**config.mk**
```make
export PLATFORM = sky130hd
export DESIGN_NAME = bin_sequencer
export DESIGN_NICKNAME = d
export VERILOG_FILES = /design/src/design/seq_pkg.sv /design/src/design/seq_link_if.sv /design/src/design/bin_sequencer.sv /design/src/design/arm_detect.sv /design/src/design/step_timer.sv
export SDC_FILE = /design/constraint.sdc
export NUM_CORES = 1
export LEC_CHECK = 0
export BUFFER_PORTS_ARGS = -buffer_cell sky130_fd_sc_hd__clkbuf_2
export CORE_MARGIN = 4
export CORE_UTILIZATION = 50
export CTS_BUF_LIST = sky130_fd_sc_hd__clkbuf_8 sky130_fd_sc_hd__clkbuf_16
export CTS_CLUSTER_SIZE = 24
export DETAILED_ROUTE_END_ITERATION = 10
export HOLD_SLACK_MARGIN = 0.1
export PLACE_DENSITY = 0.72
export SETUP_SLACK_MARGIN = 0.2
export SYNTH_ARGS = -nofsm -noshare
export SYNTH_HDL_FRONTEND = slang
export SYNTH_SLANG_ARGS = --single-unit
```
**constraint.sdc**
```tcl
create_clock -name clk_i -period 7.1 [get_ports clk_i]
set_input_delay 1.065 -clock clk_i [delete_from_list [all_inputs] [get_ports clk_i]]
set_output_delay 1.065 -clock clk_i [all_outputs]
set_load 0.03 [all_outputs]
```
**src/design/seq_pkg.sv**
```systemverilog
// Constants, field positions and types shared by the binning output sequencer.
package seq_pkg;

  // Clock period and the 10 us step that paces the setup, strobe and tail phases.
  localparam int CLK_PERIOD_NS = 20;
  localparam int STEP_NS = 10000;
  localparam int STEP_CYC = (STEP_NS + CLK_PERIOD_NS - 1) / CLK_PERIOD_NS;

  // Longest hold delay: 60 s counted in 10 us steps.
  localparam int HOLD_MAX_S = 60;
  localparam int STEPS_PER_S = 1000000000 / STEP_NS;
  localparam int HOLD_MAX_STEPS = HOLD_MAX_S * STEPS_PER_S;
  localparam int DELAY_W = 23;

  // Register byte offsets on the bus.
  localparam logic [7:0] OFS_CTRL = 8'h00;
  localparam logic [7:0] OFS_IDLE = 8'h04;
  localparam logic [7:0] OFS_OUTCOME = 8'h08;
  localparam logic [7:0] OFS_DELAY = 8'h0c;
  localparam logic [7:0] OFS_STATUS = 8'h10;
  localparam logic [7:0] OFS_COMMAND = 8'h14;

  // Control register fields.
  localparam int CTRL_AUTOCLR_BIT = 0;
  localparam int CTRL_L4_LSB = 1;
  localparam int CTRL_ARM_LSB = 3;
  localparam int CTRL_W = 5;

  // Command register fields (write-only strobes).
  localparam int CMD_RESTORE_BIT = 0;
  localparam int CMD_START_BIT = 1;

  // Status register fields.
  localparam int STAT_START_SEEN_BIT = 0;
  localparam int STAT_BUSY_BIT = 1;
  localparam int STAT_SEQ_BIT = 2;
  localparam int STAT_SHOW_BIT = 3;
  localparam int STAT_LINES_LSB = 4;

  // Reset values.
  localparam logic [CTRL_W-1:0] CTRL_RST = 5'h00;
  localparam logic [3:0] IDLE_RST = 4'hf;
  localparam logic [3:0] OUTCOME_RST = 4'hf;
  localparam logic [DELAY_W-1:0] DELAY_RST = 23'h000000;

  // Function of output line 4.
  typedef enum logic [1:0] {
    L4_STROBE = 2'b00,
    L4_BUSY = 2'b01,
    L4_BUSY_N = 2'b10
  } l4_mode_t;

  // Event that starts a test.
  typedef enum logic [1:0] {
    ARM_FALL = 2'b00,
    ARM_RISE = 2'b01,
    ARM_EITHER = 2'b10,
    ARM_SOFT = 2'b11
  } arm_sel_t;

  // Sequencer states.
  typedef enum logic [2:0] {
    ST_IDLE = 3'b000,
    ST_BUSY = 3'b001,
    ST_SETUP = 3'b010,
    ST_STROBE = 3'b011,
    ST_TAIL = 3'b100,
    ST_SHOW = 3'b101
  } seq_state_t;

endpackage

```
**src/design/seq_link_if.sv**
```systemverilog
// Interface joining the sequencer to its arm detector and step timer.
`timescale 1ns/1ps
interface seq_link_if;
  import seq_pkg::*;
  logic begin_level;     // Sampled start input level.
  arm_sel_t arm_sel;     // Selected arm event.
  logic arm_evt;         // One-cycle pulse: a test may begin.
  logic step_restart;    // Restarts the 10 us step count.
  logic step_tick;       // One-cycle pulse at the end of each step.

  modport arm_side (input begin_level, input arm_sel, output arm_evt);
  modport step_side (input step_restart, output step_tick);
endinterface

```
**src/design/bin_sequencer.sv**
```systemverilog
// Handler binning output sequencer with a classic Wishbone register slave.
// Notes on behaviour
// [RL1] Pulse handler: one of four lines pulses.
// [RL2] Low-pulse handler: lines idle high.
// [RL3] High-pulse handler: lines idle low.
// [RL4] Register handler: code on 1-3, strobe 4.
// [RL5] Handler latches code on strobe edge.
// [RL6] Low strobe: line 4 idles high.
// [RL7] High strobe: line 4 idles low.
// [RL8] Busy mode: line 4 high during test.
// [RL9] Inverted busy: line 4 low during test.
// [RL10] Strobe for register, busy for pulse handlers.
// [RL11] Auto-clear restores idle, else software does.
// [RL12] Busy modes force line 4 idle level.
// [RL13] Hold delay 0-60 s, 10 us steps.
// [RL14] Lines 1-3 hold 20 us longer.
// [RL15] Code settles 10 us before strobe.
// [RL16] Arm event matches start pulse polarity.
// [RL17] Four outputs, one start input.
// [RL18] Strobe ends 10 us before code.
// [RL19] Arm on falling, rising or either edge.
// [RL20] Pattern bit n drives line n+1.
//
// The placing of the registers and register access over Wishbone were decided locally.
`timescale 1ns/1ps
module bin_sequencer
(
  // Clock and reset.
  input wire logic clk_i,
  input wire logic rst_i,
  // Wishbone classic slave.
  input wire logic cyc_i,
  input wire logic stb_i,
  input wire logic we_i,
  input wire logic [7:0] adr_i,
  input wire logic [3:0] sel_i,
  input wire logic [31:0] dat_i,
  output logic [31:0] dat_o,
  output logic ack_o,
  // Handler port.
  input wire logic test_begin_input_i,
  output logic [3:0] lines_o
);
  import seq_pkg::*;

  ////////////////////////////////////////////////////////////////////////////
  // Declarations.

  logic ack_reg;                   // Bus acknowledge.
  logic [31:0] rdata_reg;          // Registered read data.
  logic [CTRL_W-1:0] ctrl_reg;     // Auto-clear, line 4 and arm selects.
  logic [3:0] idle_reg;            // Programmed idle pattern.
  logic [3:0] outcome_reg;         // Last outcome pattern written during a test.
  logic [DELAY_W-1:0] delay_reg;   // Hold delay in 10 us steps.
  logic start_seen_reg;            // Sticky: an arm event was taken.
  logic [3:0] lines_reg;           // Registered line levels.
  logic [DELAY_W-1:0] step_cnt_reg; // Steps spent in the strobe phase.
  logic [31:0] phase_cnt_reg;      // Cycles in the present state.
  seq_state_t state_reg;
  seq_state_t state_next;
  logic [3:0] lines_next;
  logic wr_take;                   // Write takes effect this edge.
  logic hit_outcome;
  logic hit_command;
  logic clear_after_delay_enable;
  l4_mode_t line_four_function_select;
  logic l4_idle;                   // Idle level of line 4.
  logic l4_active;                 // Busy level of line 4.
  logic soft_start;
  logic restore_cmd;

  seq_link_if link ();

  // Merges a write into a register honouring the byte lanes.
  function automatic logic [31:0] merge(input logic [31:0] old_v,
                                        input logic [31:0] new_v,
                                        input logic [3:0] lanes);
    logic [31:0] res;
    res = old_v;
    for (int i = 0; i < 4; i++)
    begin
      if (lanes[i])
        res[8*i +: 8] = new_v[8*i +: 8];
    end
    return res;
  endfunction

  ////////////////////////////////////////////////////////////////////////////
  // Helper units.

  // Start input is taken as already synchronous to clk_i.
  assign link.begin_level = test_begin_input_i;  // [RL17]
  assign link.arm_sel = arm_sel_t'(ctrl_reg[CTRL_ARM_LSB +: 2]);
  // Each new outcome restarts the step so the setup is a full 10 us.
  assign link.step_restart = (state_reg == ST_BUSY) && hit_outcome;

  arm_detect u_arm
  (
    .clk_i(clk_i),
    .rst_i(rst_i),
    .link(link)
  );

  step_timer #(.CYCLES(STEP_CYC)) u_step
  (
    .clk_i(clk_i),
    .rst_i(rst_i),
    .link(link)
  );

  ////////////////////////////////////////////////////////////////////////////
  // Bus slave.

  // Writes land on the edge where the master samples ack high.
  assign wr_take = cyc_i && stb_i && we_i && ack_reg;
  assign hit_outcome = wr_take && (adr_i == OFS_OUTCOME) && sel_i[0];
  assign hit_command = wr_take && (adr_i == OFS_COMMAND) && sel_i[0];
  assign soft_start = hit_command && dat_i[CMD_START_BIT];
  assign restore_cmd = hit_command && dat_i[CMD_RESTORE_BIT];
  assign clear_after_delay_enable = ctrl_reg[CTRL_AUTOCLR_BIT];
  assign line_four_function_select = l4_mode_t'(ctrl_reg[CTRL_L4_LSB +: 2]);

  // Ack comes one cycle after the request and drops the cycle after.
  always_ff @(posedge clk_i)
  begin
    if (rst_i)
      ack_reg <= 1'b0;
    else
      ack_reg <= cyc_i && stb_i && !ack_reg;
  end

  // Read data is captured as ack rises; unmapped offsets read zero.
  always_ff @(posedge clk_i)
  begin
    if (rst_i)
      rdata_reg <= 32'h00000000;
    else if (cyc_i && stb_i && !ack_reg)
    begin
      case (adr_i)
        OFS_CTRL: rdata_reg <= {27'h0, ctrl_reg};
        OFS_IDLE: rdata_reg <= {28'h0000000, idle_reg};
        OFS_OUTCOME: rdata_reg <= {28'h0000000, outcome_reg};
        OFS_DELAY: rdata_reg <= {9'h0, delay_reg};
        OFS_STATUS:
          rdata_reg <= {24'h000000, lines_reg,
                        state_reg == ST_SHOW,
                        state_reg inside {ST_SETUP, ST_STROBE, ST_TAIL},
                        state_reg == ST_BUSY,
                        start_seen_reg};
        default: rdata_reg <= 32'h00000000;
      endcase
    end
  end

  // Configuration registers; delays beyond 60 s are clamped.
  always_ff @(posedge clk_i)
  begin
    logic [31:0] m;
    m = 32'h00000000;
    if (rst_i)
    begin
      ctrl_reg <= CTRL_RST;
      idle_reg <= IDLE_RST;
      delay_reg <= DELAY_RST;
    end
    else if (wr_take)
    begin
      case (adr_i)
        OFS_CTRL:
        begin
          m = merge({27'h0, ctrl_reg}, dat_i, sel_i);
          ctrl_reg <= m[CTRL_W-1:0];
        end
        OFS_IDLE:
        begin
          m = merge({28'h0000000, idle_reg}, dat_i, sel_i);
          idle_reg <= m[3:0];
        end
        OFS_DELAY:
        begin
          m = merge({9'h0, delay_reg}, dat_i, sel_i);
          if (m > 32'(HOLD_MAX_STEPS))
            delay_reg <= DELAY_W'(HOLD_MAX_STEPS);  // [RL13]
          else
            delay_reg <= m[DELAY_W-1:0];
        end
        default: ;
      endcase
    end
  end

  // An outcome is accepted only while a test is in progress.
  always_ff @(posedge clk_i)
  begin
    if (rst_i)
      outcome_reg <= OUTCOME_RST;
    else if (state_reg == ST_BUSY && hit_outcome)
      outcome_reg <= dat_i[3:0];
  end

  // Sticky start flag, cleared by writing one; a new event wins.
  always_ff @(posedge clk_i)
  begin
    if (rst_i)
      start_seen_reg <= 1'b0;
    else if (link.arm_evt || (state_reg == ST_IDLE && soft_start))
      start_seen_reg <= 1'b1;
    else if (wr_take && adr_i == OFS_STATUS && sel_i[0] &&
             dat_i[STAT_START_SEEN_BIT])
      start_seen_reg <= 1'b0;
  end

  ////////////////////////////////////////////////////////////////////////////
  // Sequencer.

  // Busy modes pin line 4 regardless of the idle pattern.
  assign l4_idle = (line_four_function_select == L4_BUSY) ? 1'b0 :
                   (line_four_function_select == L4_BUSY_N) ? 1'b1 :
                   idle_reg[3];  // [RL12] [RL6] [RL7] [RL10]
  // The busy level is the opposite of the forced idle level.
  assign l4_active = (line_four_function_select inside {L4_BUSY, L4_BUSY_N})
                     ? ~l4_idle : l4_idle;  // [RL8] [RL9]

  // Test flow: wait, busy, then setup, strobe and tail of 10 us steps.
  always_comb
  begin
    state_next = state_reg;
    case (state_reg)
      ST_IDLE:
        if (link.arm_evt || (link.arm_sel == ARM_SOFT && soft_start))
          state_next = ST_BUSY;  // [RL16] [RL19]
      ST_BUSY:
        if (hit_outcome)
          state_next = ST_SETUP;
      ST_SETUP:
        if (link.step_tick)
        begin
          // Without auto-clear the pattern simply stays up.
          if (!clear_after_delay_enable)
            state_next = ST_SHOW;  // [RL11]
          else if (delay_reg == '0)
            state_next = ST_TAIL;
          else
            state_next = ST_STROBE;  // [RL15]
        end
      ST_STROBE:
        if (link.step_tick && step_cnt_reg == delay_reg - 1'b1)
          state_next = ST_TAIL;  // [RL13]
      ST_TAIL:
        if (link.step_tick)
          state_next = ST_IDLE;  // [RL11] [RL14] [RL18]
      ST_SHOW:
        if (restore_cmd)
          state_next = ST_IDLE;  // [RL11]
      default: state_next = ST_IDLE;
    endcase
  end

  always_ff @(posedge clk_i)
  begin
    if (rst_i)
      state_reg <= ST_IDLE;
    else
      state_reg <= state_next;
  end

  // Counts whole steps while the strobe stands.
  always_ff @(posedge clk_i)
  begin
    if (rst_i || state_reg != ST_STROBE)
      step_cnt_reg <= '0;
    else if (link.step_tick)
      step_cnt_reg <= step_cnt_reg + 1'b1;
  end

  // Line levels: bit n of a pattern drives line n+1.
  always_comb
  begin
    lines_next = {l4_idle, idle_reg[2:0]};  // [RL2] [RL3] [RL20]
    case (state_reg)
      ST_BUSY: lines_next = {l4_active, idle_reg[2:0]};  // [RL8] [RL9]
      ST_SETUP, ST_TAIL:
        lines_next = {l4_idle, outcome_reg[2:0]};  // [RL15] [RL18]
      ST_STROBE, ST_SHOW:
      begin
        // Strobe mode puts pattern bit 3 on line 4 as the strobe.
        if (line_four_function_select inside {L4_BUSY, L4_BUSY_N})
          lines_next = {l4_idle, outcome_reg[2:0]};  // [RL1]
        else
          lines_next = outcome_reg;  // [RL4] [RL5] [RL6] [RL7]
      end
      default: ;
    endcase
  end

  // Every output comes straight from a flip-flop.
  always_ff @(posedge clk_i)
  begin
    if (rst_i)
      lines_reg <= IDLE_RST;
    else
      lines_reg <= lines_next;
  end

  assign lines_o = lines_reg;
  assign dat_o = rdata_reg;
  assign ack_o = ack_reg;

  ////////////////////////////////////////////////////////////////////////////
  // Checks.

  localparam int LAST_STEP_CYC = STEP_CYC - 1;

  // Cycles spent in the present state, for the phase checks.
  always_ff @(posedge clk_i)
  begin
    if (rst_i || state_next != state_reg)
      phase_cnt_reg <= 32'h00000000;
    else
      phase_cnt_reg <= phase_cnt_reg + 32'h00000001;
  end
endmodule

```
**src/design/arm_detect.sv**
```systemverilog
// Start-input edge detector that raises the selected arm event.
`timescale 1ns/1ps
module arm_detect
(
  // Clock and reset.
  input wire logic clk_i,
  input wire logic rst_i,
  // Link to the sequencer.
  seq_link_if.arm_side link
);
  import seq_pkg::*;

  logic prev_reg;   // Level seen on the previous cycle.
  logic valid_reg;  // Set once prev_reg holds a real sample.
  logic evt_reg;    // Registered arm pulse.

  // Keep the last level; no edge is reported before one real sample.
  always_ff @(posedge clk_i)
  begin
    if (rst_i)
    begin
      prev_reg <= 1'b0;
      valid_reg <= 1'b0;
    end
    else
    begin
      prev_reg <= link.begin_level;
      valid_reg <= 1'b1;
    end
  end

  // Decode the chosen edge into a single pulse.
  always_ff @(posedge clk_i)
  begin
    if (rst_i)
      evt_reg <= 1'b0;
    else if (!valid_reg)
      evt_reg <= 1'b0;
    else
    begin
      case (link.arm_sel)
        ARM_FALL: evt_reg <= prev_reg & ~link.begin_level;
        ARM_RISE: evt_reg <= ~prev_reg & link.begin_level;
        ARM_EITHER: evt_reg <= prev_reg ^ link.begin_level;
        default: evt_reg <= 1'b0;
      endcase
    end
  end

  assign link.arm_evt = evt_reg;
endmodule

```
**src/design/step_timer.sv**
```systemverilog
// Divider that gives a one-cycle tick every 10 us, restartable.
`timescale 1ns/1ps
module step_timer
#(
  parameter int CYCLES = seq_pkg::STEP_CYC
)
(
  // Clock and reset.
  input wire logic clk_i,
  input wire logic rst_i,
  // Link to the sequencer.
  seq_link_if.step_side link
);
  import seq_pkg::*;

  localparam int CW = $clog2(CYCLES);
  localparam logic [CW-1:0] LAST = CW'(CYCLES - 1);

  logic [CW-1:0] cnt_reg;  // Cycles elapsed in the present step.

  // Restart aligns the first tick to exactly CYCLES cycles later.
  always_ff @(posedge clk_i)
  begin
    if (rst_i || link.step_restart)
      cnt_reg <= '0;
    else if (cnt_reg == LAST)
      cnt_reg <= '0;
    else
      cnt_reg <= cnt_reg + 1'b1;
  end

  assign link.step_tick = (cnt_reg == LAST) && !link.step_restart;
endmodule

```
==> impl_metrics.toml <==
[clocking]
cts_tree = "yes"
postCtsSetupRepairBufs = 0
clock_latency_ps = 350
clk_path_buf_depth = 2
cts_made_buffers = 9
numClockSinks = 103
path_clk_slew_ps = 70
h-tree-depth = 3
holdBufCountCts = 0
cts-root-buf = "clkbuf_16"
cts_resized = 0

[global_route]
grt_pass1_wl_um = 24400
overflow = 0
grt_max_degree = 49
antenna_found_initial = 0
grt_usage_pct = 22.7
grt_pass1_vias = 5038

[job]
cap_viol_max_count = 0

[yosys]
yosysTopAreaCell = "dfxtp_1"
syn_area_mm2 = 0.00564
synth_flop_cell = "dfxtp_1"
synth_xor_area_share_pct = 8.55
synth_compound_area_share_pct = 15.7
synth-simple-area-share_pct = 26.7
synthMuxAreaShare_pct = 5.17
synth_top_family_by_area = "simple AND/OR/NAND/NOR gates"
synthCells = 688
seq_area_frac_synth_pct = 36.6
yosysWarnings = 0
async_reset_ff_share_pct = 0
synth_fa_ha_area_share_pct = 1.78
netlist-cell-type-count = 71
yosysTopAreaCellShare_pct = 36.6
ys_top_cells_by_area = "dfxtp_1 37%, xnor2_1 5.4%, nand2_1 4.7%, nor2_1 4.6%, a21oi_1 3.7%"
synth_edf_count = 0
avgSynthCellArea_um2 = 8.19
ys_seq_elements = 103

[sta]
maxSlewHeadroom_pct = 37.4
fin_crit_sh_pct = 49.4
hold_viol = 0
fmax_mhz = 285
setup_viol = 0
tightest_slew_ps = 932
rsz0062_at_grt = "false"
fin_crit_ps = 3500
drv_slew = 0
fin_tns_setup_ps = 0
fin_skew_ps = 11.5

[critical_path]
critical-path-slowest-cell = "and2_1"
critPathMaxFanout = 20
crit_family = "simple AND/OR/NAND/NOR gates"
cp.arrival_ps = 3750
crit_chain = "clkbuf_2 > nor3_1 > and4b_1 > and2_1 > nand2_1 > a211oi_2 > a21oi_1 > o21a_1"
cp.required_ps = 7340
cp-end-kind = "flip-flop"
path_buf_inv = 1
worst-setup-path-type = "primary input to flip-flop"
critPathLaunchType = "primary input"
cp_slowest_stage_delay_ps = 620

[finish]
final_nets = 794
areaGrowthSynthToFinish_pct = 11.5
fill_cells = 1032
drive_above_1_share_pct = 15.4
diodes = 0
multiInputGateArea_mm2 = 0.00330
regArea_mm2 = 0.00206

[status]
status = "completed"

[placed_design]
portBuffers = 77
dp_hpwl_um = 11200
place_congestion = 0.924

[pwr]
seqPwrFrac_pct = 52.3
vdd_drop_max_v = 0.000147
p_comb_share_pct = 6.9
p_clk_share_pct = 40.8
fin_total_pwr_mw = 1.12
p_switching_mw = 0.275
internal-power_mw = 0.844
p_leak_nw = 2.36
p_sw_share_pct = 24.6
power_density_mw_per_mm2 = 178

[floorplanning]
io_pins = 87
dieWidth_um = 114
core_area_mm2 = 0.0109
die_height_um = 114
initial_core_util_pct = 51.5
dieArea_mm2 = 0.0130
row_count = 38

[drt]
final_antenna_net_count = 0
via_per_inst = 6.00
vias = 5283
dr.pass1.iters = 5
drc = 0
wire_per_inst_um = 16.9
wl_um = 14900
drtIter0Drc = 433

[worst_hold_path]
min_path_type = "flip-flop to flip-flop"
==> worst reg2reg max path, cell delays in order, from the launching register on <==
cell     delay [ps]
dfxtp_1         400
inv_1           130
ha_1            200
nor3b_1         500
nand2_1         200
nor4_1          320
o22ai_1         130
or4_1           460
o41ai_4         370
o22ai_1         140
==> routing by layer <==
metal,part of all wire [%],up-vias,global-route usage [%]
li1,-,2554,-
met1,43,2503,29.6
met2,49,203,38.4
met3,6.8,23,3.86
met4,1.6,0,7.21
met5,0,-,0
==> cells in the mapped netlist, types with 4 or more instances <==
cell type / instances
nor3_1: 29
or3_1: 6
mux2i_1: 19
dfxtp_1: 103
and3_1: 10
or4_1: 6
o221a_2: 5
a21oi_1: 42
ha_1: 8
nor4_1: 14
and2_1: 5
xnor2_1: 35
xor2_1: 20
nand4_1: 15
inv_1: 20
clkbuf_1: 35
and4_1: 4
o221a_1: 4
a31oi_1: 4
nand3_1: 39
nor2_1: 69
mux4_2: 4
buf_4: 9
a221oi_1: 7
o21ai_0: 30
nand2_1: 71
o211ai_1: 4
==> power groups by stage <==
stage | sequential, mW | combinational, mW | clock [mW]
2_1_floorplan | 0.603 | 0.0460 | 0
5_1_grt | 0.586 | 0.0845 | 0.486
4_1_cts | 0.585 | 0.0767 | 0.461
3_3_place_gp | 0.599 | 0.0749 | 0
3_5_place_dp | 0.599 | 0.0764 | 0
6_report | 0.585 | 0.0777 | 0.457
==> area by class of cell <==
type | instances | share of cell area (%)
Multi-Input combinational cell | 522 | 52.5
Sequential cell | 103 | 32.8
Timing Repair Buffer | 79 | 6.37
Clock buffer | 9 | 3.58
Tap cell | 140 | 2.79
Inverter | 21 | 1.25
Clock inverter | 7 | 0.697
==> cells by family after synthesis <==
logic type / after synthesis
flip-flops: 103
other: 1
buffers and inverters: 71
AO/OA/AOI/OAI: 130
adder cells (fa/ha/maj): 8
XOR/XNOR: 55
AND/OR/NAND/NOR: 296
multiplexers: 24
==> per-stage QoR <==
stage	setup slack, ps	area (um^2)	instances	util, %	hold slack, ps
6_report	3600	6280	881	57.5	453
5_1_grt	3320	6280	881	57.5	472
4_1_cts	3700	6280	881	57.5	456
3_5_place_dp	3370	6020	865	55.0	447
3_3_place_gp	3470	6020	865	55.0	438
2_1_floorplan	4050	5670	696	-	426
==> cells in the final DEF (no fill, tap or decap), types with 4 or more instances in the layout <==
cell	instances
dfxtp_1	103
clkbuf_2	77
nand2_1	71
nor2_1	69
a21oi_1	42
nand3_1	39
xnor2_1	35
o21ai_0	30
nor3_1	29
inv_1	23
xor2_1	20
mux2i_1	19
nand4_1	15
nor4_1	14
and3_1	10
conb_1	9
clkbuf_16	9
ha_1	8
a221oi_1	7
or3_1	6
or4_1	6
and2_1	5
o221a_2	5
and4_1	4
o211ai_1	4
a31oi_1	4
o221a_1	4
mux4_2	4
==> final timing paths <==
kind,slack [ps],start,to,depth (start not counted)
worst min register to register,450,dat_o[20],dat_o[20],2
worst max register to register,4110,delay_reg[0],state_reg[0],9
worst max-delay path,3600,adr_i[1],delay_reg[7],8
worst min-delay path,450,dat_o[20],dat_o[20],2
No activity file was read; power rests on OpenSTA's default activity.
